`src/hdl/tcb_defs.vh`:
```
`ifndef TCB_DEFS_VH
`define TCB_DEFS_VH

// ==========================================================
// Register byte offsets
`define TCB_OFS_DATA        8'h00
`define TCB_OFS_STATUS      8'h04
`define TCB_OFS_CLEAR       8'h08
`define TCB_OFS_ENABLE      8'h0C
`define TCB_OFS_TXSTAT      8'h10
`define TCB_OFS_FIFOINF     8'h14

// ==========================================================
// Command word A fields
`define TCB_A_IOC           31
`define TCB_A_ALIGN_HI      25
`define TCB_A_ALIGN_LO      24
`define TCB_A_OFF_HI        20
`define TCB_A_OFF_LO        16
`define TCB_A_FIRST         13
`define TCB_A_LAST          12
`define TCB_A_SIZE_HI       10
`define TCB_A_SIZE_LO       0

// Command word B fields
`define TCB_B_TAG_HI        31
`define TCB_B_TAG_LO        16
`define TCB_B_LEN_HI        10
`define TCB_B_LEN_LO        0

// End alignment codes
`define TCB_ALIGN_4         2'b00
`define TCB_ALIGN_16        2'b01
`define TCB_ALIGN_32        2'b10
`define TCB_ALIGN_RSVD      2'b11

// ==========================================================
// Status bits, reset values, sizes
`define TCB_ST_LOADED       0
`define TCB_ST_ERROR        1
`define TCB_EVENTS          2
`define TCB_ENABLE_RESET    2'b00
`define TCB_FIFO_WORDS      512
`define TCB_APB_WAIT        1

`endif

```
`src/hdl/tcb_irq.v`:
```
`timescale 1ns/1ps
`include "tcb_defs.vh"

module tcb_irq #(
  parameter N = `TCB_EVENTS
) (
  input  wire         pclk,      // System clock
  input  wire         presetn,   // Async reset, active low
  input  wire         pclken,    // Clock enable
  input  wire [N-1:0] ev_set,    // Event pulses
  input  wire         clr_we,    // Clear register write
  input  wire [N-1:0] clr_data,  // One bits clear status
  input  wire         en_we,     // Enable register write
  input  wire [N-1:0] en_data,   // New enable value
  output reg  [N-1:0] status,    // Sticky status
  output reg  [N-1:0] enable,    // Interrupt enables
  output reg          irq        // Level interrupt
);

  genvar i;

  // ==========================================================
  // Sticky bits, set wins over clear
  generate
    for (i = 0; i < N; i = i + 1)
    begin : g_bit
      always @(posedge pclk or negedge presetn)
      begin
        if (!presetn)
          status[i] <= 1'b0;
        else if (pclken)
        begin
          if (ev_set[i])
            status[i] <= 1'b1;
          else if (clr_we && clr_data[i])
            status[i] <= 1'b0;
        end
      end
    end
  endgenerate

  // ==========================================================
  // Enable and output
  always @(posedge pclk or negedge presetn)
  begin
    if (!presetn)
    begin
      enable <= `TCB_ENABLE_RESET;
      irq    <= 1'b0;
    end
    else if (pclken)
    begin
      if (en_we)
        enable <= en_data;
      // One cycle behind status, keeps irq a plain flop
      irq <= |(status & enable);
    end
  end

endmodule

```
`src/hdl/tcb_parser.v`:
```
`timescale 1ns/1ps
`include "tcb_defs.vh"

module tcb_parser #(
  parameter DEPTH  = `TCB_FIFO_WORDS,
  parameter FILL_W = 16
) (
  input  wire        pclk,       // System clock, 250 MHz
  input  wire        presetn,    // Async reset, active low
  input  wire        pclken,     // Clock enable, freezes all state
  input  wire        psel,       // APB select
  input  wire        penable,    // APB access phase
  input  wire        pwrite,     // APB direction
  input  wire [7:0]  paddr,      // APB byte address
  input  wire [31:0] pwdata,     // APB write data
  output reg  [31:0] prdata,     // APB read data
  output reg         pready,     // APB ready
  output reg         pslverr,    // APB error, unmapped address
  input  wire        fifo_pop,   // Downstream removed one word
  output reg         out_valid,  // Retained word pulse
  output reg  [31:0] out_data,   // Retained word
  output reg  [3:0]  out_mask,   // Valid bytes of out_data
  output reg         out_last,   // Final word of packet
  output wire        irq         // Interrupt, level, active high
);

  localparam ST_CMDA = 3'b001;
  localparam ST_CMDB = 3'b010;
  localparam ST_DATA = 3'b100;

  reg  [2:0]        state;
  reg               cmd_ioc;
  reg  [1:0]        cmd_align;
  reg  [4:0]        cmd_off;
  reg  [10:0]       cmd_size;
  reg               cmd_first;
  reg               cmd_last;
  reg  [31:0]       pkt_b;
  reg               in_pkt;
  reg               pkt_err;
  reg  [15:0]       pkt_bytes;
  reg  [9:0]        word_idx;
  reg  [FILL_W-1:0] fill;
  reg  [31:0]       tx_status;
  reg               next_done;
  reg               next_err;
  reg               next_fin;

  wire [`TCB_EVENTS-1:0] ev_status;
  wire [`TCB_EVENTS-1:0] ev_enable;

  // ==========================================================
  // APB slave, one wait state
  wire access  = psel && penable;
  wire fire    = access && pready;
  wire wr_fire = fire && pwrite;
  wire rd_fire = fire && !pwrite;
  wire mapped  = (paddr == `TCB_OFS_DATA)   || (paddr == `TCB_OFS_STATUS) ||
                 (paddr == `TCB_OFS_CLEAR)  || (paddr == `TCB_OFS_ENABLE) ||
                 (paddr == `TCB_OFS_TXSTAT) || (paddr == `TCB_OFS_FIFOINF);
  wire data_wr = wr_fire && (paddr == `TCB_OFS_DATA);

  reg [31:0] rd_mux;
  always @*
  begin
    case (paddr)
      `TCB_OFS_STATUS:  rd_mux = {30'h0, ev_status};
      `TCB_OFS_ENABLE:  rd_mux = {30'h0, ev_enable};
      `TCB_OFS_TXSTAT:  rd_mux = tx_status;
      `TCB_OFS_FIFOINF: rd_mux = {{(32-FILL_W){1'b0}}, DEPTH[FILL_W-1:0] - fill};
      default:          rd_mux = 32'h0;
    endcase
  end

  always @(posedge pclk or negedge presetn)
  begin
    if (!presetn)
    begin
      pready  <= 1'b0;
      prdata  <= 32'h0;
      pslverr <= 1'b0;
    end
    else if (pclken)
    begin
      pready  <= access && !pready;
      pslverr <= access && !pready && !mapped;
      prdata  <= (access && !pready && !pwrite) ? rd_mux : 32'h0;
    end
  end

  // ==========================================================
  // Buffer geometry
  // End byte of payload within buffer, offset included
  wire [11:0] buf_end   = {7'h0, cmd_off} + {1'b0, cmd_size};
  wire [11:0] end_rnd   = buf_end + 12'h003;
  wire [9:0]  data_wds  = end_rnd[11:2];
  wire [9:0]  rnd4      = data_wds + 10'h003;
  wire [9:0]  rnd8      = data_wds + 10'h007;
  reg  [9:0]  pad_wds;
  always @*
  begin
    case (cmd_align)
      `TCB_ALIGN_16: pad_wds = {rnd4[9:2], 2'b00};
      `TCB_ALIGN_32: pad_wds = {rnd8[9:3], 3'b000};
      default:       pad_wds = data_wds;
    endcase
  end

  // Byte lanes inside [offset, end) are kept
  wire [11:0] base = {word_idx, 2'b00};
  wire [3:0]  lane_keep;
  genvar g;
  generate
    for (g = 0; g < 4; g = g + 1)
    begin : g_lane
      localparam integer LANE = g;
      wire [11:0] pos = {word_idx, LANE[1:0]};
      assign lane_keep[g] = (pos >= {7'h0, cmd_off}) && (pos < buf_end);
    end
  endgenerate

  wire [2:0]  lane_cnt  = {2'b0, lane_keep[0]} + {2'b0, lane_keep[1]} +
                          {2'b0, lane_keep[2]} + {2'b0, lane_keep[3]};
  wire        is_data   = word_idx < data_wds;
  wire        keep      = is_data && (|lane_keep);
  wire        fifo_full = (fill == DEPTH[FILL_W-1:0]) && !fifo_pop;
  wire        push      = data_wr && (state == ST_DATA) && keep && !fifo_full;
  wire        last_wd   = (word_idx + 10'h001) == pad_wds;
  wire [15:0] bytes_now = pkt_bytes + {13'h0, lane_cnt};
  wire        b_zero    = (state == ST_CMDB) && (pad_wds == 10'h000);
  // A buffer closing at its own word B must not see the last packet's leftovers
  wire        b_first   = (state == ST_CMDB) && cmd_first;
  wire [15:0] fin_tag   = b_first ? pwdata[`TCB_B_TAG_HI:`TCB_B_TAG_LO] : pkt_b[`TCB_B_TAG_HI:`TCB_B_TAG_LO];
  wire        fin_err   = b_first ? next_err : (pkt_err | next_err);

  // ==========================================================
  // Event decode
  always @*
  begin
    next_done = 1'b0;
    next_err  = 1'b0;
    next_fin  = 1'b0;
    if (data_wr)
    begin
      case (state)
        ST_CMDB:
        begin
          if (!cmd_first && (!in_pkt || pwdata != pkt_b))
            next_err = 1'b1;
          if (cmd_align == `TCB_ALIGN_RSVD)
            next_err = 1'b1;
          next_fin = b_zero;
        end
        ST_DATA:
        begin
          if (keep && fifo_full)
            next_err = 1'b1;
          next_fin = last_wd;
        end
        default:
        begin
          next_err = 1'b0;
        end
      endcase
      if (next_fin)
      begin
        next_done = cmd_ioc;
        // Length compared once, on the packet's closing buffer
        if (cmd_last && (bytes_now != {5'h0, pkt_b[`TCB_B_LEN_HI:`TCB_B_LEN_LO]}) && (state == ST_DATA))
          next_err = 1'b1;
        if (cmd_last && (state == ST_CMDB) &&
            (pwdata[`TCB_B_LEN_HI:`TCB_B_LEN_LO] != (b_first ? 11'h000 : pkt_bytes[10:0])))
          next_err = 1'b1;
      end
    end
  end

  // ==========================================================
  // Parser state machine
  always @(posedge pclk or negedge presetn)
  begin
    if (!presetn)
    begin
      state     <= ST_CMDA;
      cmd_ioc   <= 1'b0;
      cmd_align <= `TCB_ALIGN_4;
      cmd_off   <= 5'h00;
      cmd_size  <= 11'h000;
      cmd_first <= 1'b0;
      cmd_last  <= 1'b0;
      pkt_b     <= 32'h0;
      in_pkt    <= 1'b0;
      pkt_err   <= 1'b0;
      pkt_bytes <= 16'h0;
      word_idx  <= 10'h000;
    end
    else if (pclken && data_wr)
    begin
      case (state)
        ST_CMDA:
        begin
          // Reserved bits 30:26 are not checked, host keeps them zero
          cmd_ioc   <= pwdata[`TCB_A_IOC];
          cmd_align <= pwdata[`TCB_A_ALIGN_HI:`TCB_A_ALIGN_LO];
          cmd_off   <= pwdata[`TCB_A_OFF_HI:`TCB_A_OFF_LO];
          cmd_size  <= pwdata[`TCB_A_SIZE_HI:`TCB_A_SIZE_LO];
          cmd_first <= pwdata[`TCB_A_FIRST];
          cmd_last  <= pwdata[`TCB_A_LAST];
          state     <= ST_CMDB;
        end
        ST_CMDB:
        begin
          word_idx <= 10'h000;
          if (cmd_first)
          begin
            pkt_b     <= pwdata;
            in_pkt    <= 1'b1;
            pkt_bytes <= 16'h0;
            pkt_err   <= next_err;
          end
          else
            pkt_err <= pkt_err | next_err;
          state <= b_zero ? ST_CMDA : ST_DATA;
          if (b_zero && cmd_last)
            in_pkt <= 1'b0;
        end
        ST_DATA:
        begin
          word_idx  <= word_idx + 10'h001;
          pkt_bytes <= bytes_now;
          pkt_err   <= pkt_err | next_err;
          if (last_wd)
          begin
            state <= ST_CMDA;
            if (cmd_last)
              in_pkt <= 1'b0;
          end
        end
        default:
        begin
          state <= ST_CMDA;
        end
      endcase
    end
  end

  // ==========================================================
  // Retained words, occupancy and completion status
  always @(posedge pclk or negedge presetn)
  begin
    if (!presetn)
    begin
      out_valid <= 1'b0;
      out_data  <= 32'h0;
      out_mask  <= 4'h0;
      out_last  <= 1'b0;
      fill      <= {FILL_W{1'b0}};
      tx_status <= 32'h0;
    end
    else if (pclken)
    begin
      out_valid <= push;
      if (push)
      begin
        out_data <= pwdata;
        out_mask <= lane_keep;
        out_last <= cmd_last && ((word_idx + 10'h001) == data_wds);
      end
      // Pop without content is ignored to keep fill from wrapping
      if (push && !(fifo_pop && fill != {FILL_W{1'b0}}))
        fill <= fill + 1'b1;
      else if (!push && fifo_pop && fill != {FILL_W{1'b0}})
        fill <= fill - 1'b1;
      if (next_fin && cmd_last)
        tx_status <= {fin_tag, fin_err, 14'h0, 1'b1};
      else if (rd_fire && paddr == `TCB_OFS_TXSTAT)
        tx_status[0] <= 1'b0;
    end
  end

  // ==========================================================
  // Interrupt status
  tcb_irq #(
    .N (`TCB_EVENTS)
  ) u_irq (
    .pclk     (pclk),
    .presetn  (presetn),
    .pclken   (pclken),
    .ev_set   ({next_err, next_done}),
    .clr_we   (wr_fire && paddr == `TCB_OFS_CLEAR),
    .clr_data (pwdata[`TCB_EVENTS-1:0]),
    .en_we    (wr_fire && paddr == `TCB_OFS_ENABLE),
    .en_data  (pwdata[`TCB_EVENTS-1:0]),
    .status   (ev_status),
    .enable   (ev_enable),
    .irq      (irq)
  );

endmodule

```
`config.mk`:
```
export PLATFORM = sky130hd
export DESIGN_NAME = tcb_parser
export DESIGN_NICKNAME = d
export VERILOG_FILES = /design/src/hdl/tcb_irq.v /design/src/hdl/tcb_parser.v
export VERILOG_INCLUDE_DIRS = /design/src /design/src/hdl
export SDC_FILE = /design/constraint.sdc
export NUM_CORES = 1
export LEC_CHECK = 0
export BUFFER_PORTS_ARGS = -buffer_cell sky130_fd_sc_hd__buf_4
export CAP_MARGIN = 40
export CORE_MARGIN = 10
export CORE_UTILIZATION = 61
export DETAILED_ROUTE_END_ITERATION = 8
export GPL_ROUTABILITY_DRIVEN = 0
export HOLD_SLACK_MARGIN = 0.05
export PLACE_DENSITY = 0.79
export RECOVER_POWER = 100
export SYNTH_ARGS = -nofsm -noshare
export SYNTH_HDL_FRONTEND = slang
export SYNTH_SLANG_ARGS = --single-unit
```
`constraint.sdc`:
```
create_clock -name pclk -period 10 [get_ports pclk]
set_clock_uncertainty 0.05 [all_clocks]
set_input_delay 0.5 -clock pclk [delete_from_list [all_inputs] [get_ports pclk]]
set_output_delay 0.5 -clock pclk [all_outputs]
set_load 0.05 [all_outputs]
```
# --- Word-level counts from Yosys, hierarchy flattened ---
# Cells that the tools add are included.
totals:
  reg_bits: 195
  inputBits: 47
  out_inout_bits: 73
  wordCells: 186
classes:
  addsub: 12
  order_cmp: 9
  eq_ne: 21
  mux: 40
  n_bitwise: 2
  reduce_logical: 76
op_table:
  columns: ["operator", "n"]
  rows:
  - ["$pmux 32 s4", 1]
  - ["$mux 16", 4]
  - ["$ge 12x5->1", 4]
  - ["$lt 12x12->1", 4]
  - ["$pmux 10 s2", 2]
  - ["$logic_and 1x1->1", 38]
  - ["$mux 32", 1]
  - ["$ne 32x32->1", 1]
  - ["$pmux 16 s2", 1]
  - ["$mux 1", 23]
  - ["$eq 10x10->1", 2]
  - ["$reduce_and 2->1", 10]
  - ["$add 16x1->16 const B", 1]
  - ["$add 16x3->16", 1]
  - ["$eq 16x10->1 const B", 1]
  - ["$eq 8x4->1 const B", 2]
  - ["$eq 8x5->1 const B", 2]
  - ["$ne 16x11->1", 1]
  - ["$reduce_bool 16->1", 1]
  - ["$sub 10x16->16 const A", 1]
  - ["$sub 16x1->16 const B", 1]
  - ["$add 12x2->12 const B", 1]
  - ["$add 5x11->12", 1]
  - ["$mux 11", 1]
  - ["other kinds (30)", 55]

# --- Longest topological paths before layout ---
logic_depth:
  word_depth: 17
  ltp_mapped: 31

# --- By module ---
# A second synthesis with hierarchy kept.
hier_totals:
  cells_unflattened: 1256
  hier_area_um2: 12390.6
by_module_without_submodules:
  columns: ["module", "n_inst", "cells_per_inst", "area_each_um2"]
  rows:
  - ["tcb_parser", 1, 1241, 12190.4]
  - ["tcb_irq", 1, 15, 200.2]

# --- Worst setup path before layout ---
# OpenSTA, ideal clock, no wires.
synth_timing:
  path_kind: "flip-flop to flip-flop"
  start: "reg cmd_off[0]"
  end: "reg tx_status[15]"
  setup_ns: 0.128
  arrival_ns: 7.191
  slack_ns: 2.631
  stages_incl_launch_ff: 31
  path_buffers: 2
  cell_sequence: "dfrtp_1 > ha_1 > fa_1 > a211oi_2 > nor2_2 > nor2_1 > buf_2 > inv_1 > ha_1 > maj3_1 > a31oi_1 > nor3_1 > or2_2 > a211oi_1 > xor2_1 > ha_1 > fa_1 > inv_1 > fa_1 > and3b_1 > clkbuf_1 > nand4_1 > or3_1 > o211a_1 > o32a_1 > nor4_1 > o211ai_1 > and3_1 > a211oi_1 > o21ai_0 > mux2_1"
synth_via:
  elab_chain_cells: 16
  word_cells_on_any_way: 44
  classes_between: "add/sub (8); order compare (9); eq/ne (2); mux (11); bitwise (1); reduce/logical (13)"
synth_lines:
  columns: ["item", "line_no", "rtl"]
  rows:
  - ["from (decl)", "tcb_parser.v:34", "reg [4:0] cmd_off;"]
  - ["from (signal assigned)", "tcb_parser.v:205", "cmd_off <= pwdata[`TCB_A_OFF_HI:`TCB_A_OFF_LO];"]
  - ["$add 5x11->12", "tcb_parser.v:94", "wire [11:0] buf_end = {7'h0, cmd_off} + {1'b0, cmd_size};"]
  - ["$lt 12x12->1", "tcb_parser.v:118", "assign lane_keep[g] = (pos >= {7'h0, cmd_off}) && (pos < buf_end);"]
  - ["$logic_and 1x1->1", "tcb_parser.v:118", null]
  - ["$add 1x1->2", "tcb_parser.v:122", "wire [2:0] lane_cnt = {2'b0, lane_keep[0]} + {2'b0, lane_keep[1]} +"]
  - ["$add 2x1->3", "tcb_parser.v:122", null]
  - ["$add 3x1->3", "tcb_parser.v:123", "{2'b0, lane_keep[2]} + {2'b0, lane_keep[3]};"]
  - ["$add 16x3->16", "tcb_parser.v:129", "wire [15:0] bytes_now = pkt_bytes + {13'h0, lane_cnt};"]
  - ["$ne 16x11->1", "tcb_parser.v:169", "if (cmd_last && (bytes_now != {5'h0, pkt_b[`TCB_B_LEN_HI:`TCB_B_LEN_LO]}) && (state == ST_DATA))"]
  - ["$logic_and 1x1->1 (2 in series)", "tcb_parser.v:169", null]
  - ["$mux 1", "tcb_parser.v:169", null]
  - ["$mux 1", "tcb_parser.v:171", "if (cmd_last && (state == ST_CMDB) &&"]
  - ["$mux 1", "tcb_parser.v:165", "if (next_fin)"]
  - ["$mux 1", "tcb_parser.v:143", "if (data_wr)"]
  - ["$or 1x1->1", "tcb_parser.v:134", "wire fin_err = b_first ? next_err : (pkt_err | next_err);"]
  - ["$mux 1", "tcb_parser.v:134", null]
  - ["to (signal assigned)", "tcb_parser.v:275", "tx_status <= {fin_tag, fin_err, 14'h0, 1'b1};"]
  - ["to (decl)", "tcb_parser.v:44", "reg [31:0] tx_status;"]
# Parallel ways exist; a longest one is shown, timed or not. The select of a mux whose other input is x is not followed.
# A chain may end at the register's enable or synchronous reset.

# --- Worst setup path in the final report ---
layout_timing:
  start: "reg cmd_off[0]"
  end: "reg fill[14]"
layout_via:
  elab_chain_cells: 12
  word_cells_on_any_way: 26
  classes_between: "add/sub (2); order compare (9); mux (1); reduce/logical (14)"
layout_lines:
  columns: ["item", "line_no", "rtl"]
  rows:
  - ["branches (longest 4 deep; another with $add 5x11->12)", null, null]
  - ["$logic_and 1x1->1 (*)", "tcb_parser.v:125", "wire keep = is_data && (|lane_keep);"]
  - ["$logic_and 1x1->1 (*) (2 in series)", "tcb_parser.v:127", "wire push = data_wr && (state == ST_DATA) && keep && !fifo_full;"]
  - ["$logic_not 1->1", "tcb_parser.v:272", "else if (!push && fifo_pop && fill != {FILL_W{1'b0}})"]
  - ["$logic_and 1x1->1 (2 in series)", "tcb_parser.v:272", null]
  - ["$reduce_bool 2->1 (no source line)", null, null]
  - ["$reduce_and 2->1 (no source line)", null, null]
  - ["to (signal assigned)", "tcb_parser.v:257", "fill <= {FILL_W{1'b0}};"]
  - ["to (signal assigned)", "tcb_parser.v:271", "fill <= fill + 1'b1;"]
  - ["to (signal assigned)", "tcb_parser.v:273", "fill <= fill - 1'b1;"]
  - ["to (decl)", "tcb_parser.v:43", "reg [FILL_W-1:0] fill;"]
# Mark *: on every way between the ends.

==> results.json <==
{
  "outcome": "complete, but fails checks",
  "violations": "capacitance limit, slew limit",
  "synth_area_leaders": "dfrtp_1, mux2_2, xnor2_1",
  "criticalPathCategory": "register to register",
  "drv_slew": 310,
  "seq_area_frac_synth_pct": 38.7,
  "cpMaxStageDelayCell": "nor4b_1",
  "fp.dieH_um": 164,
  "finalCriticalPeriod_ns": 8.95,
  "synth.distinct_cells": 91,
  "synthArstFlopShare_pct": 100,
  "cp-start-kind": "register",
  "core_mm2": 0.0203,
  "synthTopCellsByCount": "dfrtp_1, o21ai_0, mux2_2, nand2_1, xnor2_1",
  "fillCellCount": 1643,
  "dieArea_mm2": 0.0268,
  "rows": 52,
  "holdCritPathClass": "input pin to register",
  "powerDensity_mw_per_mm2": 113,
  "synth_warnings": 0,
  "syn_inst": 1311,
  "die_w_um": 164,
  "nets": 1498,
  "cts_setup_buffers": 0,
  "final_antenna_net_count": 0,
  "syn_nets": 1410,
  "antenna_found_initial": 0,
  "tightest_slew_ns": 5.19,
  "cts_hold_buf": 1,
  "synthMostInstantiatedCell": "dfrtp_1",
  "ys_ff_latch": 195,
  "finalSetupViolations": 0,
  "critPathMaxStageDelay_ns": 1.21,
  "cts_buffer_depth": 2,
  "clock.fmax_ghz": 0.112,
  "cap_violations": 6,
  "cts.repair.resized": 0,
  "routedWlPerCell_um": 20.3,
  "required_ns": 10.23,
  "hold_viol": 0,
  "initial_core_util_pct": 62.1,
  "pin_count": 120,
  "ctsRootBufferMaster": "clkbuf_16",
  "setup_tns_ns": 0,
  "drcViolationCount": 0,
  "period_share_pct": 89.5,
  "ys_dominant_reg_cell": "dfrtp_1",
  "grt_setup_unrepaired": "false",
  "dr.first_iter.drc_count": 900,
  "critPathMostFrequentCell": "a21oi_1",
  "design_area_mm2": 0.0139,
  "dpl.hpwl_mm": 24.4,
  "synth-edff-count": 0,
  "track_usage_pct": 25.5,
  "cp_max_fo": 17,
  "seq_area_mm2": 0.00488,
  "relSlewSlack_pct": -246,
  "syn_to_final_growth_pct": 10.6,
  "grt_pass1_wl_mm": 55.4,
  "grt_pass1_vias": 10700,
  "ir_drop_mv": 0.146,
  "postPlaceCellArea_mm2": 0.0137,
  "netlist_area_mm2": 0.0126,
  "vias": 10700,
  "numCtsBuffers": 17,
  "clock-sinks": 195,
  "cts.clk_slew.worst_paths_ns": 0.09,
  "syn_area_per_cell_um2": 9.62,
  "drive_above_1_share_pct": 15.7,
  "p_leak_nw": 6.39,
  "h-tree-depth": 4,
  "viasPerCell": 6.36,
  "gr-total-overflow": 0,
  "numPortBuffers": 119,
  "rrSetupSlack_ns": 1.05,
  "critical-path-top-delay-family": "compound AO/OA/AOI/OAI gates",
  "cp.arrival_ns": 9.18,
  "critPathCaptureType": "register",
  "cts_tree": "yes",
  "multi_input_area_mm2": 0.00710,
  "dr.pass1.iters": 6,
  "grt_max_degree": 97,
  "cp_num_buf_inv": 1,
  "clk_latency_ns": 0.44,
  "antenna_cells": 0,
  "synth_top_area_share_pct": 38.5,
  "drt_wl_total_mm": 34.2,
  "synth_area_leader_cell": "dfrtp_1"
}
flip-flops by register name, summed over array words and instances, names as in the netlist, 3 cells and up:
name and flops:
out_data 32, cmd_off 5, fill 16, tx_status 18, state 3, prdata 32, pkt_b 32, word_idx 10
out_mask 4, pkt_bytes 16, cmd_size 11
report_power, final:
group	switching (mW)	internal, mW
Clock	0.379	0.350
Sequential	0.000677	0.789
Combinational	0.0440	0.0201
final timing paths:
check                           start             to  cells past startpoint
setup reg to reg           cmd_off[0]       fill[14]                     28
hold / removal             pwdata[11]   out_data[11]                      2
max in group asynchronous     presetn    word_idx[3]                      3
min in group asynchronous     presetn  tx_status[26]                      2
setup / recovery           cmd_off[0]       fill[14]                     28
hold reg to reg              out_last       out_last                      2
worst register-to-register path, delay by kind of cell (launching register included):
kind	cells	cell delay [ns]
compound gates	17	3.72
simple gates	4	1.71
flops	1	0.43
buf+inv	1	0.47
xor+xnor	2	0.62
fa+ha+maj	4	1.77
layer usage:
metal  wire length (um)  up-vias  GRT usage, %
met3               2710       76          5.78
met1              14400     5255          32.7
met5                  0        -             0
met2              16100      462          41.5
met4               1000        0          9.14
li1                   -     4900             -
area by class of cell:
class,instances,area share (%)
Clock inverter,15,1.52
Tap cell,270,2.42
Inverter,79,2.13
Timing Repair Buffer,134,4.97
Multi-Input combinational cell,972,50.9
Sequential cell,195,35.0
Clock buffer,17,3.05
kinds of logic (layout without fill, tap and decap cells):
group / Yosys count / count (layout) / synth area share, %
simple gates: 371 / 371 / 15.5
compound gates: 303 / 303 / 15.9
flops: 195 / 195 / 38.7
buf+inv: 144 / 245 / 4.48
mux: 131 / 131 / 11.9
xor+xnor: 113 / 113 / 7.96
fa+ha+maj: 54 / 54 / 5.55
through the flow:
step	instances	power, mW	setup slack [ns]	hold WS (ns)	utilization, %
after CTS	1682	1.59	1.49	0.252	70.9
final	1682	1.58	1.05	0.259	68.7
after global routing	1682	1.62	0.413	0.259	68.7
after global placement	1643	0.869	1.90	0.410	67.2
after floorplan	1311	0.825	2.63	0.154	-
after detailed placement	1649	0.873	1.58	0.330	67.7
layout by cell type, fill, tap and decap left out, types with 15 or more instances in the layout:
master,n
ha_1,48
nor3_1,25
nor2_1,69
clkbuf_1,84
nand4_1,24
buf_4,49
nand3_1,30
xnor2_1,80
inv_1,76
a21oi_1,31
mux2_1,17
o22ai_1,21
mux2_2,104
clkbuf_16,17
a21o_1,15
o21ai_0,108
nand2_1,105
xor2_1,31
dfrtp_1,194
nor4_1,15
Power figures use the tool's default switching activity.
